`src/include/pm_entry_pkg.sv`:
```
package pm_entry_pkg;

    // Power management state as seen by the link
    typedef enum logic [3:0] {
        PWR_L0 = 4'h1,
        PWR_L1 = 4'h2,
        PWR_L23_READY = 4'h4,
        PWR_LDN = 4'h8
    } pwr_state_type;

    // Negotiation machine states, one-hot
    typedef enum logic [6:0] {
        NEG_IDLE = 7'h01,
        NEG_SEND_L1 = 7'h02,
        NEG_SEND_L23 = 7'h04,
        NEG_ACK_WAIT = 7'h08,
        NEG_IN_L1 = 7'h10,
        NEG_IN_L23 = 7'h20,
        NEG_EXIT = 7'h40
    } neg_state_type;

    // Physical layer state codes presented on ltssm_i
    localparam logic [2:0] PHY_DETECT = 3'h0;
    localparam logic [2:0] PHY_CONFIG = 3'h1;
    localparam logic [2:0] PHY_L0 = 3'h2;
    localparam logic [2:0] PHY_RECOVERY = 3'h3;
    localparam logic [2:0] PHY_DISABLED = 3'h4;
    localparam logic [2:0] PHY_HOT_RESET = 3'h5;

    // Idle time before downstream L1 request
    localparam int IDLE_TIME_NS = 10000;
    localparam int CLK_PERIOD_NS = 20;
    localparam int IDLE_CYCLES = IDLE_TIME_NS / CLK_PERIOD_NS;
    localparam int IDLE_CNT_W = 10;
    localparam logic [IDLE_CNT_W-1:0] IDLE_LIMIT = IDLE_CNT_W'(IDLE_CYCLES - 1);
    localparam logic [IDLE_CNT_W-1:0] IDLE_ZERO = 10'h000;

endpackage

```
`src/core/pm_entry_fsm.sv`:
```
`timescale 1ns/1ps
`default_nettype none

module pm_entry_fsm (
    // Clock and reset
    input wire logic clock_i,
    input wire logic nrst_i,
    // Role and policy
    input wire logic is_upstream_i,
    input wire logic aspm_l1_enable_i,
    input wire logic can_accept_l1_i,
    input wire logic pcipm_l1_req_i,
    input wire logic l23_req_i,
    // Physical layer status
    input wire logic [2:0] ltssm_i,
    input wire logic link_up_i,
    input wire logic recovery_irq_i,
    input wire logic fundamental_reset_i,
    input wire logic link_idle_i,
    input wire logic rx_l0s_i,
    input wire logic tx_l0s_i,
    input wire logic l1_reached_i,
    input wire logic exit_done_i,
    // Received DLLPs
    input wire logic rx_enter_l1_i,
    input wire logic rx_aspm_req_l1_i,
    input wire logic rx_enter_l23_i,
    input wire logic rx_request_ack_i,
    input wire logic rx_aspm_nak_i,
    // Transaction layer
    input wire logic tlp_pending_i,
    output logic tlp_go_o,
    // Retrain control, upstream components only
    input wire logic retrain_write_i,
    output logic retrain_o,
    // Transmitted DLLPs
    output logic tx_enter_l1_o,
    output logic tx_aspm_req_l1_o,
    output logic tx_enter_l23_o,
    output logic tx_request_ack_o,
    output logic tx_aspm_nak_o,
    // Status
    output logic start_exit_o,
    output logic [3:0] pwr_state_o,
    output logic [6:0] neg_state_o
);

    pm_entry_pkg::neg_state_type state, next_state;
    pm_entry_pkg::pwr_state_type pwr, next_pwr;
    logic aspm_mode, next_aspm_mode;
    logic tlp_held, next_tlp_held;
    logic idle_expired, l0s_expired;

    // Link-level L0 includes Recovery, and Configuration while up
    wire in_l0 = (ltssm_i == pm_entry_pkg::PHY_L0) ||
                 (ltssm_i == pm_entry_pkg::PHY_RECOVERY) ||
                 ((ltssm_i == pm_entry_pkg::PHY_CONFIG) && link_up_i);
    wire goto_ldn = fundamental_reset_i || (ltssm_i == pm_entry_pkg::PHY_HOT_RESET) ||
                    (ltssm_i == pm_entry_pkg::PHY_DISABLED);
    // Recovery trip aborts any negotiation in flight
    wire interrupted = recovery_irq_i;
    wire negotiating = (state == pm_entry_pkg::NEG_SEND_L1) ||
                       (state == pm_entry_pkg::NEG_SEND_L23) ||
                       (state == pm_entry_pkg::NEG_ACK_WAIT);
    wire down = !is_upstream_i;
    wire auto_l1 = aspm_l1_enable_i && (idle_expired || l0s_expired);
    wire down_start_l1 = down && (pcipm_l1_req_i || auto_l1);
    wire down_start_l23 = down && l23_req_i;
    wire up_rx_aspm = is_upstream_i && rx_aspm_req_l1_i;
    wire up_rx_pm = is_upstream_i && (rx_enter_l1_i || rx_enter_l23_i);
    // Upstream rejects at once when it cannot accept
    wire up_reject = up_rx_aspm && !(can_accept_l1_i && aspm_l1_enable_i);

    pm_idle_timer u_idle_timer (
        .clock_i(clock_i),
        .nrst_i(nrst_i),
        .run_i(down && in_l0 && link_idle_i && (state == pm_entry_pkg::NEG_IDLE)),
        .expired_o(idle_expired)
    );

    pm_idle_timer u_l0s_timer (
        .clock_i(clock_i),
        .nrst_i(nrst_i),
        .run_i(down && rx_l0s_i && tx_l0s_i && (state == pm_entry_pkg::NEG_IDLE)),
        .expired_o(l0s_expired)
    );

    always_comb begin
        next_state = state;
        next_aspm_mode = aspm_mode;
        next_tlp_held = tlp_held;
        case (state)
            pm_entry_pkg::NEG_IDLE: begin
                // Downstream restarts from idle; upstream only reacts
                if (down_start_l23 && in_l0) begin
                    next_state = pm_entry_pkg::NEG_SEND_L23;
                end else if (down_start_l1 && in_l0) begin
                    next_state = pm_entry_pkg::NEG_SEND_L1;
                    next_aspm_mode = !pcipm_l1_req_i;
                end else if (up_rx_aspm && !up_reject) begin
                    next_state = pm_entry_pkg::NEG_IN_L1;
                end else if (up_rx_pm) begin
                    next_state = rx_enter_l23_i ? pm_entry_pkg::NEG_IN_L23
                                                : pm_entry_pkg::NEG_IN_L1;
                end
            end
            pm_entry_pkg::NEG_SEND_L1: begin
                if (aspm_mode && rx_aspm_nak_i) begin
                    next_state = pm_entry_pkg::NEG_IDLE;
                end else if (rx_request_ack_i) begin
                    next_state = pm_entry_pkg::NEG_ACK_WAIT;
                end
            end
            pm_entry_pkg::NEG_SEND_L23: begin
                if (rx_request_ack_i) begin
                    next_state = pm_entry_pkg::NEG_IN_L23;
                end
            end
            pm_entry_pkg::NEG_ACK_WAIT: begin
                if (l1_reached_i) begin
                    next_state = pm_entry_pkg::NEG_IN_L1;
                end
            end
            pm_entry_pkg::NEG_IN_L1: begin
                // A held TLP forces exit only after L1 is reached
                if (tlp_held && l1_reached_i) begin
                    next_state = pm_entry_pkg::NEG_EXIT;
                end else if (exit_done_i) begin
                    next_state = pm_entry_pkg::NEG_IDLE;
                end
            end
            pm_entry_pkg::NEG_IN_L23: begin
                next_state = pm_entry_pkg::NEG_IN_L23;
            end
            pm_entry_pkg::NEG_EXIT: begin
                if (exit_done_i) begin
                    next_state = pm_entry_pkg::NEG_IDLE;
                end
            end
            default: begin
                next_state = pm_entry_pkg::NEG_IDLE;
            end
        endcase
        if (tlp_pending_i && (state != pm_entry_pkg::NEG_IDLE)) begin
            next_tlp_held = 1'b1;
        end
        if (next_state == pm_entry_pkg::NEG_IDLE) begin
            next_tlp_held = 1'b0;
        end
        if (interrupted && (negotiating || state == pm_entry_pkg::NEG_IN_L1)) begin
            next_state = pm_entry_pkg::NEG_IDLE;
            next_tlp_held = 1'b0;
        end
        if (goto_ldn) begin
            next_state = pm_entry_pkg::NEG_IDLE;
            next_tlp_held = 1'b0;
        end
    end

    // Power state leaves L0 for L1 or L23 Ready only once negotiation completes; LDn is entered at once on reset or disable
    always_comb begin
        next_pwr = pwr;
        if (goto_ldn) begin
            next_pwr = pm_entry_pkg::PWR_LDN;
        end else if (next_state == pm_entry_pkg::NEG_IN_L1 && l1_reached_i) begin
            next_pwr = pm_entry_pkg::PWR_L1;
        end else if (next_state == pm_entry_pkg::NEG_IN_L23) begin
            next_pwr = pm_entry_pkg::PWR_L23_READY;
        end else if (in_l0) begin
            next_pwr = pm_entry_pkg::PWR_L0;
        end
    end

    always_ff @(posedge clock_i or negedge nrst_i) begin
        if (!nrst_i) begin
            state <= pm_entry_pkg::NEG_IDLE;
            pwr <= pm_entry_pkg::PWR_L0;
            aspm_mode <= 1'b0;
            tlp_held <= 1'b0;
        end else begin
            state <= next_state;
            pwr <= next_pwr;
            aspm_mode <= next_aspm_mode;
            tlp_held <= next_tlp_held;
        end
    end

    always_ff @(posedge clock_i or negedge nrst_i) begin
        if (!nrst_i) begin
            tx_request_ack_o <= 1'b0;
            tx_aspm_nak_o <= 1'b0;
            retrain_o <= 1'b0;
        end else begin
            // Answer in the cycle after the request
            tx_request_ack_o <= (up_rx_aspm && !up_reject && state == pm_entry_pkg::NEG_IDLE)
                                || (up_rx_pm && state == pm_entry_pkg::NEG_IDLE);
            tx_aspm_nak_o <= up_reject;
            retrain_o <= is_upstream_i && retrain_write_i;
        end
    end

    // Entry DLLPs flow for as long as the sending state holds
    assign tx_enter_l1_o = (state == pm_entry_pkg::NEG_SEND_L1) && !aspm_mode;
    assign tx_aspm_req_l1_o = (state == pm_entry_pkg::NEG_SEND_L1) && aspm_mode;
    assign tx_enter_l23_o = (state == pm_entry_pkg::NEG_SEND_L23);
    assign start_exit_o = (state == pm_entry_pkg::NEG_EXIT);
    // TLPs blocked while negotiating or in low power
    assign tlp_go_o = tlp_pending_i && (state == pm_entry_pkg::NEG_IDLE) && in_l0;
    assign pwr_state_o = pwr;
    assign neg_state_o = state;

    property p_reset_idle;
        @(posedge clock_i) $rose(nrst_i) |-> state == pm_entry_pkg::NEG_IDLE;
    endproperty
    a_reset_idle: assert property (p_reset_idle) else $error("not idle after reset");

    property p_down_first;
        @(posedge clock_i) disable iff (!nrst_i)
        (state == pm_entry_pkg::NEG_IDLE && down && in_l0 && down_start_l23 && !goto_ldn
         && !interrupted) |=> tx_enter_l23_o;
    endproperty
    a_down_first: assert property (p_down_first) else $error("no L23 DLLP after idle");

    property p_interrupt;
        @(posedge clock_i) disable iff (!nrst_i)
        (interrupted && negotiating) |=> state == pm_entry_pkg::NEG_IDLE;
    endproperty
    a_interrupt: assert property (p_interrupt) else $error("interruption ignored");

    property p_up_wait;
        @(posedge clock_i) disable iff (!nrst_i)
        (is_upstream_i && state == pm_entry_pkg::NEG_IDLE) |->
        !(tx_enter_l1_o || tx_aspm_req_l1_o || tx_enter_l23_o);
    endproperty
    a_up_wait: assert property (p_up_wait) else $error("upstream sent entry DLLP");

    property p_l23_hold;
        @(posedge clock_i) disable iff (!nrst_i)
        (tx_enter_l23_o && !rx_request_ack_i && !goto_ldn && !interrupted) |=> tx_enter_l23_o;
    endproperty
    a_l23_hold: assert property (p_l23_hold) else $error("L23 DLLP stream paused");

    property p_answer;
        @(posedge clock_i) disable iff (!nrst_i)
        up_rx_aspm |=> (tx_aspm_nak_o || tx_request_ack_o || state != pm_entry_pkg::NEG_IDLE);
    endproperty
    a_answer: assert property (p_answer) else $error("ASPM request unanswered");

    property p_reject;
        @(posedge clock_i) disable iff (!nrst_i)
        up_reject |=> tx_aspm_nak_o && !tx_request_ack_o;
    endproperty
    a_reject: assert property (p_reject) else $error("reject not immediate");

    property p_ldn;
        @(posedge clock_i) disable iff (!nrst_i)
        goto_ldn |=> pwr == pm_entry_pkg::PWR_LDN;
    endproperty
    a_ldn: assert property (p_ldn) else $error("LDn not entered");

    property p_retrain;
        @(posedge clock_i) disable iff (!nrst_i)
        retrain_o |-> $past(retrain_write_i) && $past(is_upstream_i);
    endproperty
    a_retrain: assert property (p_retrain) else $error("retrain without upstream write");

    property p_up_stay;
        @(posedge clock_i) disable iff (!nrst_i)
        (is_upstream_i && state == pm_entry_pkg::NEG_IDLE && !rx_aspm_req_l1_i
         && !rx_enter_l1_i && !rx_enter_l23_i) |=> state == pm_entry_pkg::NEG_IDLE;
    endproperty
    a_up_stay: assert property (p_up_stay) else $error("upstream left idle unasked");

    property p_down_restart;
        @(posedge clock_i) disable iff (!nrst_i)
        ($past(interrupted && negotiating) && state == pm_entry_pkg::NEG_IDLE && down_start_l1
         && !down_start_l23 && in_l0 && !goto_ldn) |=> state == pm_entry_pkg::NEG_SEND_L1;
    endproperty
    a_down_restart: assert property (p_down_restart) else $error("no restart after abort");

    property p_nak_idle;
        @(posedge clock_i) disable iff (!nrst_i)
        (tx_aspm_req_l1_o && rx_aspm_nak_i) |=> state == pm_entry_pkg::NEG_IDLE;
    endproperty
    a_nak_idle: assert property (p_nak_idle) else $error("rejected request kept going");

    property p_neg_in_l0;
        @(posedge clock_i) disable iff (!nrst_i)
        negotiating |-> pwr == pm_entry_pkg::PWR_L0;
    endproperty
    a_neg_in_l0: assert property (p_neg_in_l0) else $error("negotiation outside L0");

    property p_ack_wait;
        @(posedge clock_i) disable iff (!nrst_i)
        (state == pm_entry_pkg::NEG_ACK_WAIT && !l1_reached_i && !interrupted && !goto_ldn)
        |=> state == pm_entry_pkg::NEG_ACK_WAIT;
    endproperty
    a_ack_wait: assert property (p_ack_wait) else $error("left ack wait early");

    property p_exit_after_l1;
        @(posedge clock_i) disable iff (!nrst_i)
        $rose(start_exit_o) |-> $past(l1_reached_i);
    endproperty
    a_exit_after_l1: assert property (p_exit_after_l1) else $error("exit before L1");

    property p_held_exit;
        @(posedge clock_i) disable iff (!nrst_i)
        (state == pm_entry_pkg::NEG_IN_L1 && tlp_held && l1_reached_i
         && !interrupted && !goto_ldn) |=> start_exit_o;
    endproperty
    a_held_exit: assert property (p_held_exit) else $error("held TLP did not start exit");

    property p_l23_pwr;
        @(posedge clock_i) disable iff (!nrst_i)
        (state == pm_entry_pkg::NEG_IN_L23 && !goto_ldn) |=> pwr == pm_entry_pkg::PWR_L23_READY;
    endproperty
    a_l23_pwr: assert property (p_l23_pwr) else $error("L23 state without L23 power");

    property p_retrain_up;
        @(posedge clock_i) disable iff (!nrst_i)
        (is_upstream_i && retrain_write_i) |=> retrain_o;
    endproperty
    a_retrain_up: assert property (p_retrain_up) else $error("upstream retrain write lost");

    property p_recovery_l0;
        @(posedge clock_i) disable iff (!nrst_i)
        (ltssm_i == pm_entry_pkg::PHY_RECOVERY && !fundamental_reset_i && negotiating
         && !rx_request_ack_i && !l1_reached_i) |=> pwr == pm_entry_pkg::PWR_L0;
    endproperty
    a_recovery_l0: assert property (p_recovery_l0) else $error("Recovery left L0");

endmodule

`default_nettype wire

```
`src/core/pm_idle_timer.sv`:
```
`timescale 1ns/1ps
`default_nettype none

// Counts cycles a condition holds; expires once the limit is reached
module pm_idle_timer (
    // Clock and reset
    input wire logic clock_i,
    input wire logic nrst_i,
    // Condition
    input wire logic run_i,
    output logic expired_o
);

    logic [pm_entry_pkg::IDLE_CNT_W-1:0] count;
    wire at_limit = (count == pm_entry_pkg::IDLE_LIMIT);

    always_ff @(posedge clock_i or negedge nrst_i) begin
        if (!nrst_i) begin
            count <= pm_entry_pkg::IDLE_ZERO;
        end else if (!run_i) begin
            count <= pm_entry_pkg::IDLE_ZERO;
        end else if (!at_limit) begin
            count <= count + 1'b1;
        end
    end

    assign expired_o = run_i && at_limit;

endmodule

`default_nettype wire

```
`config.mk`:
```
export PLATFORM = sky130hd
export DESIGN_NAME = pm_entry_fsm
export DESIGN_NICKNAME = d
export VERILOG_FILES = /design/src/include/pm_entry_pkg.sv /design/src/core/pm_entry_fsm.sv /design/src/core/pm_idle_timer.sv
export SDC_FILE = /design/constraint.sdc
export NUM_CORES = 1
export LEC_CHECK = 0
export BUFFER_PORTS_ARGS = -buffer_cell sky130_fd_sc_hd__buf_2
export CAP_MARGIN = 5
export CORE_AREA = 8 8 79 81
export CTS_CLUSTER_DIAMETER = 200
export DETAILED_ROUTE_END_ITERATION = 8
export DIE_AREA = 0 0 87 89
export PLACE_DENSITY = 0.61
export SETUP_SLACK_MARGIN = 0.1
export SKIP_CTS_REPAIR_TIMING = 1
export SYNTH_ARGS = -nofsm -noshare
export SYNTH_HDL_FRONTEND = slang
export SYNTH_HIERARCHICAL = 1
export SYNTH_SLANG_ARGS = --single-unit
```
`constraint.sdc`:
```
create_clock -name clock_i -period 3.22 [get_ports clock_i]
set_input_delay 0.322 -clock clock_i [delete_from_list [all_inputs] [get_ports clock_i]]
set_output_delay 0.322 -clock clock_i [all_outputs]
set_load 0.02 [all_outputs]
```
==> results of run 1 <==
-- flip-flops by register name, indices dropped and copies added (netlist names) --
name / count
pwr_state_o: 4
neg_state_o: 7
tx_request_ack_o: 1
u_idle_timer/count: 10
tx_aspm_nak_o: 1
u_l0s_timer/count: 10
retrain_o: 1
tlp_held: 1
aspm_mode: 1
-- cells in the mapped netlist (all sizes together), types with 3 or more instances --
master   n
dfrtp   34
a21oi   21
nor2    21
nand2   19
o21ai   13
or3     11
nor3     9
inv      8
nand3    7
nand2b   6
and3     5
mux2i    5
nor2b    5
o31ai    5
nand4    4
nor3b    4
a211oi   3
clkbuf   3
nor4     3
o211a    3
or4      3
xnor2    3
xor2     3
-- worst max-delay path, cell delays in order (launching register included) --
cell	delay (ns)
dfstp_2	0.60
nor2b_1	0.31
nand3_2	0.21
nor3_1	0.21
buf_4	0.16
clkinv_1	0.07
nor4_1	0.28
o21a_1	0.18
nor2_1	0.06
or4_1	0.45
mux2i_1	0.14
-- final timing paths --
| check | cells after the start | from | slack, ns | to |
|---|---|---|---|---|
| min in group clock_i | 2 | can_accept_l1_i | 0.21 | tx_aspm_nak_o$_DFF_PN0_ |
| max in group asynchronous | 1 | nrst_i | 2.58 | u_idle_timer/count[1]$_DFFE_PN0P_ |
| max reg2reg | 10 | neg_state_o[0]$_DFF_PN1_ | 0.44 | aspm_mode$_DFFE_PN0P_ |
| min | 1 | nrst_i | 0.12 | u_l0s_timer/count[6]$_DFFE_PN0P_ |
| max | 10 | neg_state_o[0]$_DFF_PN1_ | 0.44 | aspm_mode$_DFFE_PN0P_ |
| min reg2reg | 2 | pwr_state_o[3]$_DFFE_PN0P_ | 0.52 | pwr_state_o[3]$_DFFE_PN0P_ |
-- cell type report --
cell class                 instances  area [um^2]  share of cell area (%)
clock buffer                       7         96.3                    3.72
inverter                          10         37.5                    1.45
multi-input combinational        182         1200                    46.2
sequential                        36          903                    34.9
tap                               70         87.6                    3.38
timing repair buffer              50          268                    10.3
-- stage by stage --
step / cells / worst slack, ns / power [mW]
2_1_floorplan: 232 / 0.207 / 0.567
3_3_place_gp: 348 / 0.314 / 0.634
3_5_place_dp: 348 / 0.205 / 0.634
4_1_cts: 355 / 0.181 / 0.985
5_1_grt: 355 / 0.176 / 1.03
6_report: 355 / 0.444 / 0.978
-- power by group through the flow --
stage | clock network (mW) | registers, mW | logic [mW]
4_1_cts | 0.359 | 0.481 | 0.145
3_3_place_gp | 0 | 0.489 | 0.145
3_5_place_dp | 0 | 0.489 | 0.145
2_1_floorplan | 0 | 0.498 | 0.0695
6_report | 0.350 | 0.481 | 0.147
5_1_grt | 0.380 | 0.484 | 0.163
-- per-layer routing --
layer,up-vias,part of all wire (%),GRT usage [%]
met5,-,0,0
met4,0,1.4,5.32
met3,6,5.0,4.23
li1,964,-,-
met2,40,48,25.3
met1,920,45,19.3
-- cells by family after synthesis --
kind of cell / Yosys count
buf+inv: 14
xor+xnor: 6
fa+ha+maj: 2
simple gates: 109
flops: 36
mux: 5
compound gates: 60
==> results_dict.tcl, run 1 <==
set metrics [dict create \
    status "finished clean" \
    hpwl_um 4260 \
    yosys.area_share.simple_pct 30.3 \
    start_util_pct 43.1 \
    die_x_um 87 \
    ys_warn_count 6 \
    powerDensity_mw_per_mm2 378 \
    postLayoutCellArea_mm2 0.00259 \
    synth_top_cell_by_area "dfrtp_1" \
    portBuffers 43 \
    clk-insertion-delay-late_ns 0.29 \
    grt_max_degree 37 \
    power_frac_seq_pct 49.2 \
    setup-tns-final_ns 0 \
    power.leakage_nw 1.18 \
    clk_pin_slew_ns 0.07 \
    syn2layout_area_growth_pct 20.8 \
    synth.area.mux_share_pct 2.33 \
    cts_tree "done" \
    netlist-cell-type-count 52 \
    grt_usage_pct 15.5 \
    ir_drop_v 0.000144 \
    finalCriticalPeriod_ns 2.78 \
    ios 44 \
    netlist_instances 232 \
    grt_pass1_wl_um 9410 \
    yosysSeqAreaShare_pct 42.1 \
    skew_ns 0.00652 \
    cts_root_buf "clkbuf_8" \
    cts_buffers 5 \
    synth_top_family_by_area "simple AND/OR/NAND/NOR gates" \
    hold_violations 0 \
    grt-ovfl-total 0 \
    switchingPower_mw 0.264 \
    place_area_mm2 0.00248 \
    sw_frac_of_total_pct 27.0 \
    drc 0 \
    worst_pin_slew_ns 0.813 \
    hold_path_class "input pin to asynchronous set/reset pin" \
    wl_per_cell_um 15.4 \
    final.period_utilization_pct 86.2 \
    die_h_um 89 \
    finish.net_count 312 \
    grt_pass1_vias 1991 \
    cts_sinks 36 \
    drv_cap 0 \
    totalWireLength_um 5460 \
    syn_avg_cell_area_um2 9.24 \
    maxSlewViolCount 0 \
    ctsLongestPathBuffers 2 \
    drtAntennaViolNets 0 \
    dieArea_mm2 0.00774 \
    timing.hold.ws_ns 0.121 \
    fmax_mhz 360 \
    layout-drive-gt1-share_pct 26.3 \
    comb_power_share_pct 15.0 \
    rsz0062_at_grt "false" \
    synth_fa_ha_area_share_pct 1.17 \
    p_int_mw 0.713 \
    synth_edf_count 0 \
    ys_ff_latch 36 \
    fill_cells 489 \
    start_kind "register" \
    relSlewSlack_pct 45.8 \
    vias 1930 \
    crit_required_ns 3.39 \
    setup_viol 0 \
    cts_max_level 2 \
    netlist.area_leader.share_pct 39.7 \
    final_util_pct 52.0 \
    layout_commonest_cell "buf_2" \
    synth_compound_area_share_pct 18.8 \
    synth_nets 259 \
    fp.coreArea_mm2 0.00498 \
    drt_iter0_drc 111 \
    rows 26 \
    gp_congestion 0.877 \
    cp-end-kind "register" \
    clkPwrFrac_pct 35.8 \
    crit_arrival_ns 2.95 \
    antenna_found_initial 0 \
    syn_area_mm2 0.00214 \
    critical_path.max_fanout 8 \
    synth-async-reset-ratio_pct 100 \
    layout_common_cells "buf_2 (43), dfrtp_1 (34), nor2_1 (21), a21oi_1 (21), nand2_1 (19)" \
    num_antenna_cells 0 \
    first_pass_iters 4 \
    synth-main-ff-cell "dfrtp_1" \
    synth_xor_area_share_pct 2.45 \
    yosys-top-cells-area "dfrtp_1 (40%), a21oi_1 (4.9%), nor2_1 (3.7%), nand2_1 (3.3%), o21ai_0 (3.0%)" \
    crit_type "register to register" \
    viasPerCell 5.44 \
]
Power figures use the tool's default switching activity.
==> run 2: changes to the inputs <==
- PLACE_DENSITY: 0.61 -> 0.64
- clock period: 3.22 -> 2.4 ns (I/O delays scaled with it)
==> run 2 against run 1 <==
Effect of this change: die area did not move; count of clock-buffer cells in the layout unchanged; worst setup slack got worse by 0.30 ns; combinational power up 60%; global-route usage is 0.12 points higher; sequential power is 34% higher; highest routed layer unchanged.
==> results_dict.tcl, run 2 (synthesis results as in run 1) <==
set metrics [dict create \
    power.leakage_nw 1.27 \
    vias 2012 \
    cp_common_cell "or3_4" \
    cts_sinks 36 \
    grt_usage_pct 15.6 \
    crit_chain "buf_6, or3_4, or3_4, or4b_4, a211oi_4, o31ai_1" \
    place_area_mm2 0.00262 \
    powerDensity_mw_per_mm2 467 \
    grt_pass1_wl_um 9540 \
    drtAntennaViolNets 0 \
    drc 0 \
    die_x_um 87 \
    first_pass_iters 4 \
    grt-ovfl-total 0 \
    maxSlewViolCount 0 \
    dieArea_mm2 0.00774 \
    portBuffers 43 \
    ctsLongestPathBuffers 2 \
    layout_commonest_cell "buf_2" \
    finalCriticalPeriod_ns 2.25 \
    multiInputGateArea_mm2 0.00127 \
    rows 26 \
    drv_cap 0 \
    fill_cells 481 \
    rsz0062_at_grt "true" \
    finalNonFillerCells 369 \
    ios 44 \
    hpwl_um 4410 \
    critical_path.max_fanout 7 \
    gp_congestion 0.909 \
    wl_per_cell_um 15.6 \
    syn2layout_area_growth_pct 28.7 \
    setup_viol 0 \
    placedCellCount 358 \
    cp-end-kind "register" \
    clk_pin_slew_ns 0.07 \
    critPathSlowestCell "or4b_4" \
    start_util_pct 43.1 \
    fmax_mhz 444 \
    layout-drive-gt1-share_pct 33.1 \
    cts_tree "done" \
    start_kind "register" \
    relSlewSlack_pct 45.5 \
    r2r_setup_slack_ns 0.15 \
    timing.hold.ws_ns 0.0490 \
    die_h_um 89 \
    hold_violations 0 \
    num_antenna_cells 0 \
    viasPerCell 5.45 \
    status "finished clean" \
    grt_pass1_vias 2049 \
    crit_type "register to register" \
    cts_root_buf "clkbuf_8" \
    layout_common_cells "buf_2 (42), dfrtp_1 (32), a21oi_1 (21)" \
    finish.net_count 325 \
    slowest_delay_ns 0.54 \
    crit_required_ns 2.56 \
    ir_drop_v 0.000217 \
    cts_buffers 5 \
    hold_path_class "input pin to asynchronous set/reset pin" \
    drt_iter0_drc 87 \
    clk-insertion-delay-late_ns 0.28 \
    skew_ns 0.00749 \
    cts_max_level 2 \
    fp.coreArea_mm2 0.00498 \
    final.period_utilization_pct 93.8 \
    grt_max_degree 37 \
    totalWireLength_um 5740 \
    crit_arrival_ns 2.41 \
    antenna_found_initial 0 \
    worst_pin_slew_ns 0.818 \
    postLayoutCellArea_mm2 0.00276 \
    seq_area_um2 906 \
]
-- run 2: routing by layer --
| layer | global-route usage (%) | wire length, um | vias to the layer above |
|---|---|---|---|
| met5 | 0 | 0 | - |
| met3 | 2.94 | 185 | 7 |
| li1 | - | - | 989 |
| met1 | 18.0 | 2460 | 974 |
| met4 | 5.01 | 60 | 0 |
| met2 | 28.3 | 3030 | 42 |
-- run 2: critical path, delay by kind of cell (launching register included) --
kind,cells,cell delay (ns)
AND/OR/NAND/NOR,3,1.25
flip-flops,1,0.37
buffers and inverters,1,0.12
AO/OA/AOI/OAI,2,0.39
-- run 2: power by group --
group | switching [mW] | leakage (nW) | internal (mW)
clock network | 0.207 | 0.0422 | 0.204
registers | 0.0157 | 0.481 | 0.628
logic | 0.138 | 0.742 | 0.0974
total | 0.361 | 1.27 | 0.929
-- run 2: per-stage QoR --
stage          setup TNS (ns)  setup slack (ns)  util [%]  power, mW
3_5_place_dp                0             0.103      52.7      0.877
3_3_place_gp                0             0.142      52.7      0.876
2_1_floorplan         -0.0595           -0.0441         -      0.778
5_1_grt                     0            0.0616      55.5       1.35
6_report                    0             0.148      55.5       1.29
4_1_cts                     0            0.0845      54.3       1.29
-- run 2: area by class of cell --
class | count | share of cell area (%)
Multi-Input combinational cell | 182 | 46.1
Sequential cell | 36 | 32.8
Tap cell | 70 | 3.17
Clock buffer | 7 | 2.77
Timing Repair Buffer | 63 | 13.5
Clock inverter | 1 | 0.181
Inverter | 10 | 1.45
-- run 2: path summary, 6_finish.rpt --
kind / endpoint / depth (start not counted) / from
setup reg to reg: pwr_state_o[3]$_DFFE_PN0P_ / 6 / neg_state_o[0]$_DFF_PN1_
max in group asynchronous: neg_state_o[6]$_DFF_PN0_ / 1 / nrst_i
hold reg to reg: pwr_state_o[3]$_DFFE_PN0P_ / 2 / pwr_state_o[3]$_DFFE_PN0P_
min in group clock_i: tx_aspm_nak_o$_DFF_PN0_ / 2 / can_accept_l1_i
setup / recovery: pwr_state_o[3]$_DFFE_PN0P_ / 6 / neg_state_o[0]$_DFF_PN1_
hold / removal: u_l0s_timer/count[4]$_DFFE_PN0P_ / 1 / nrst_i
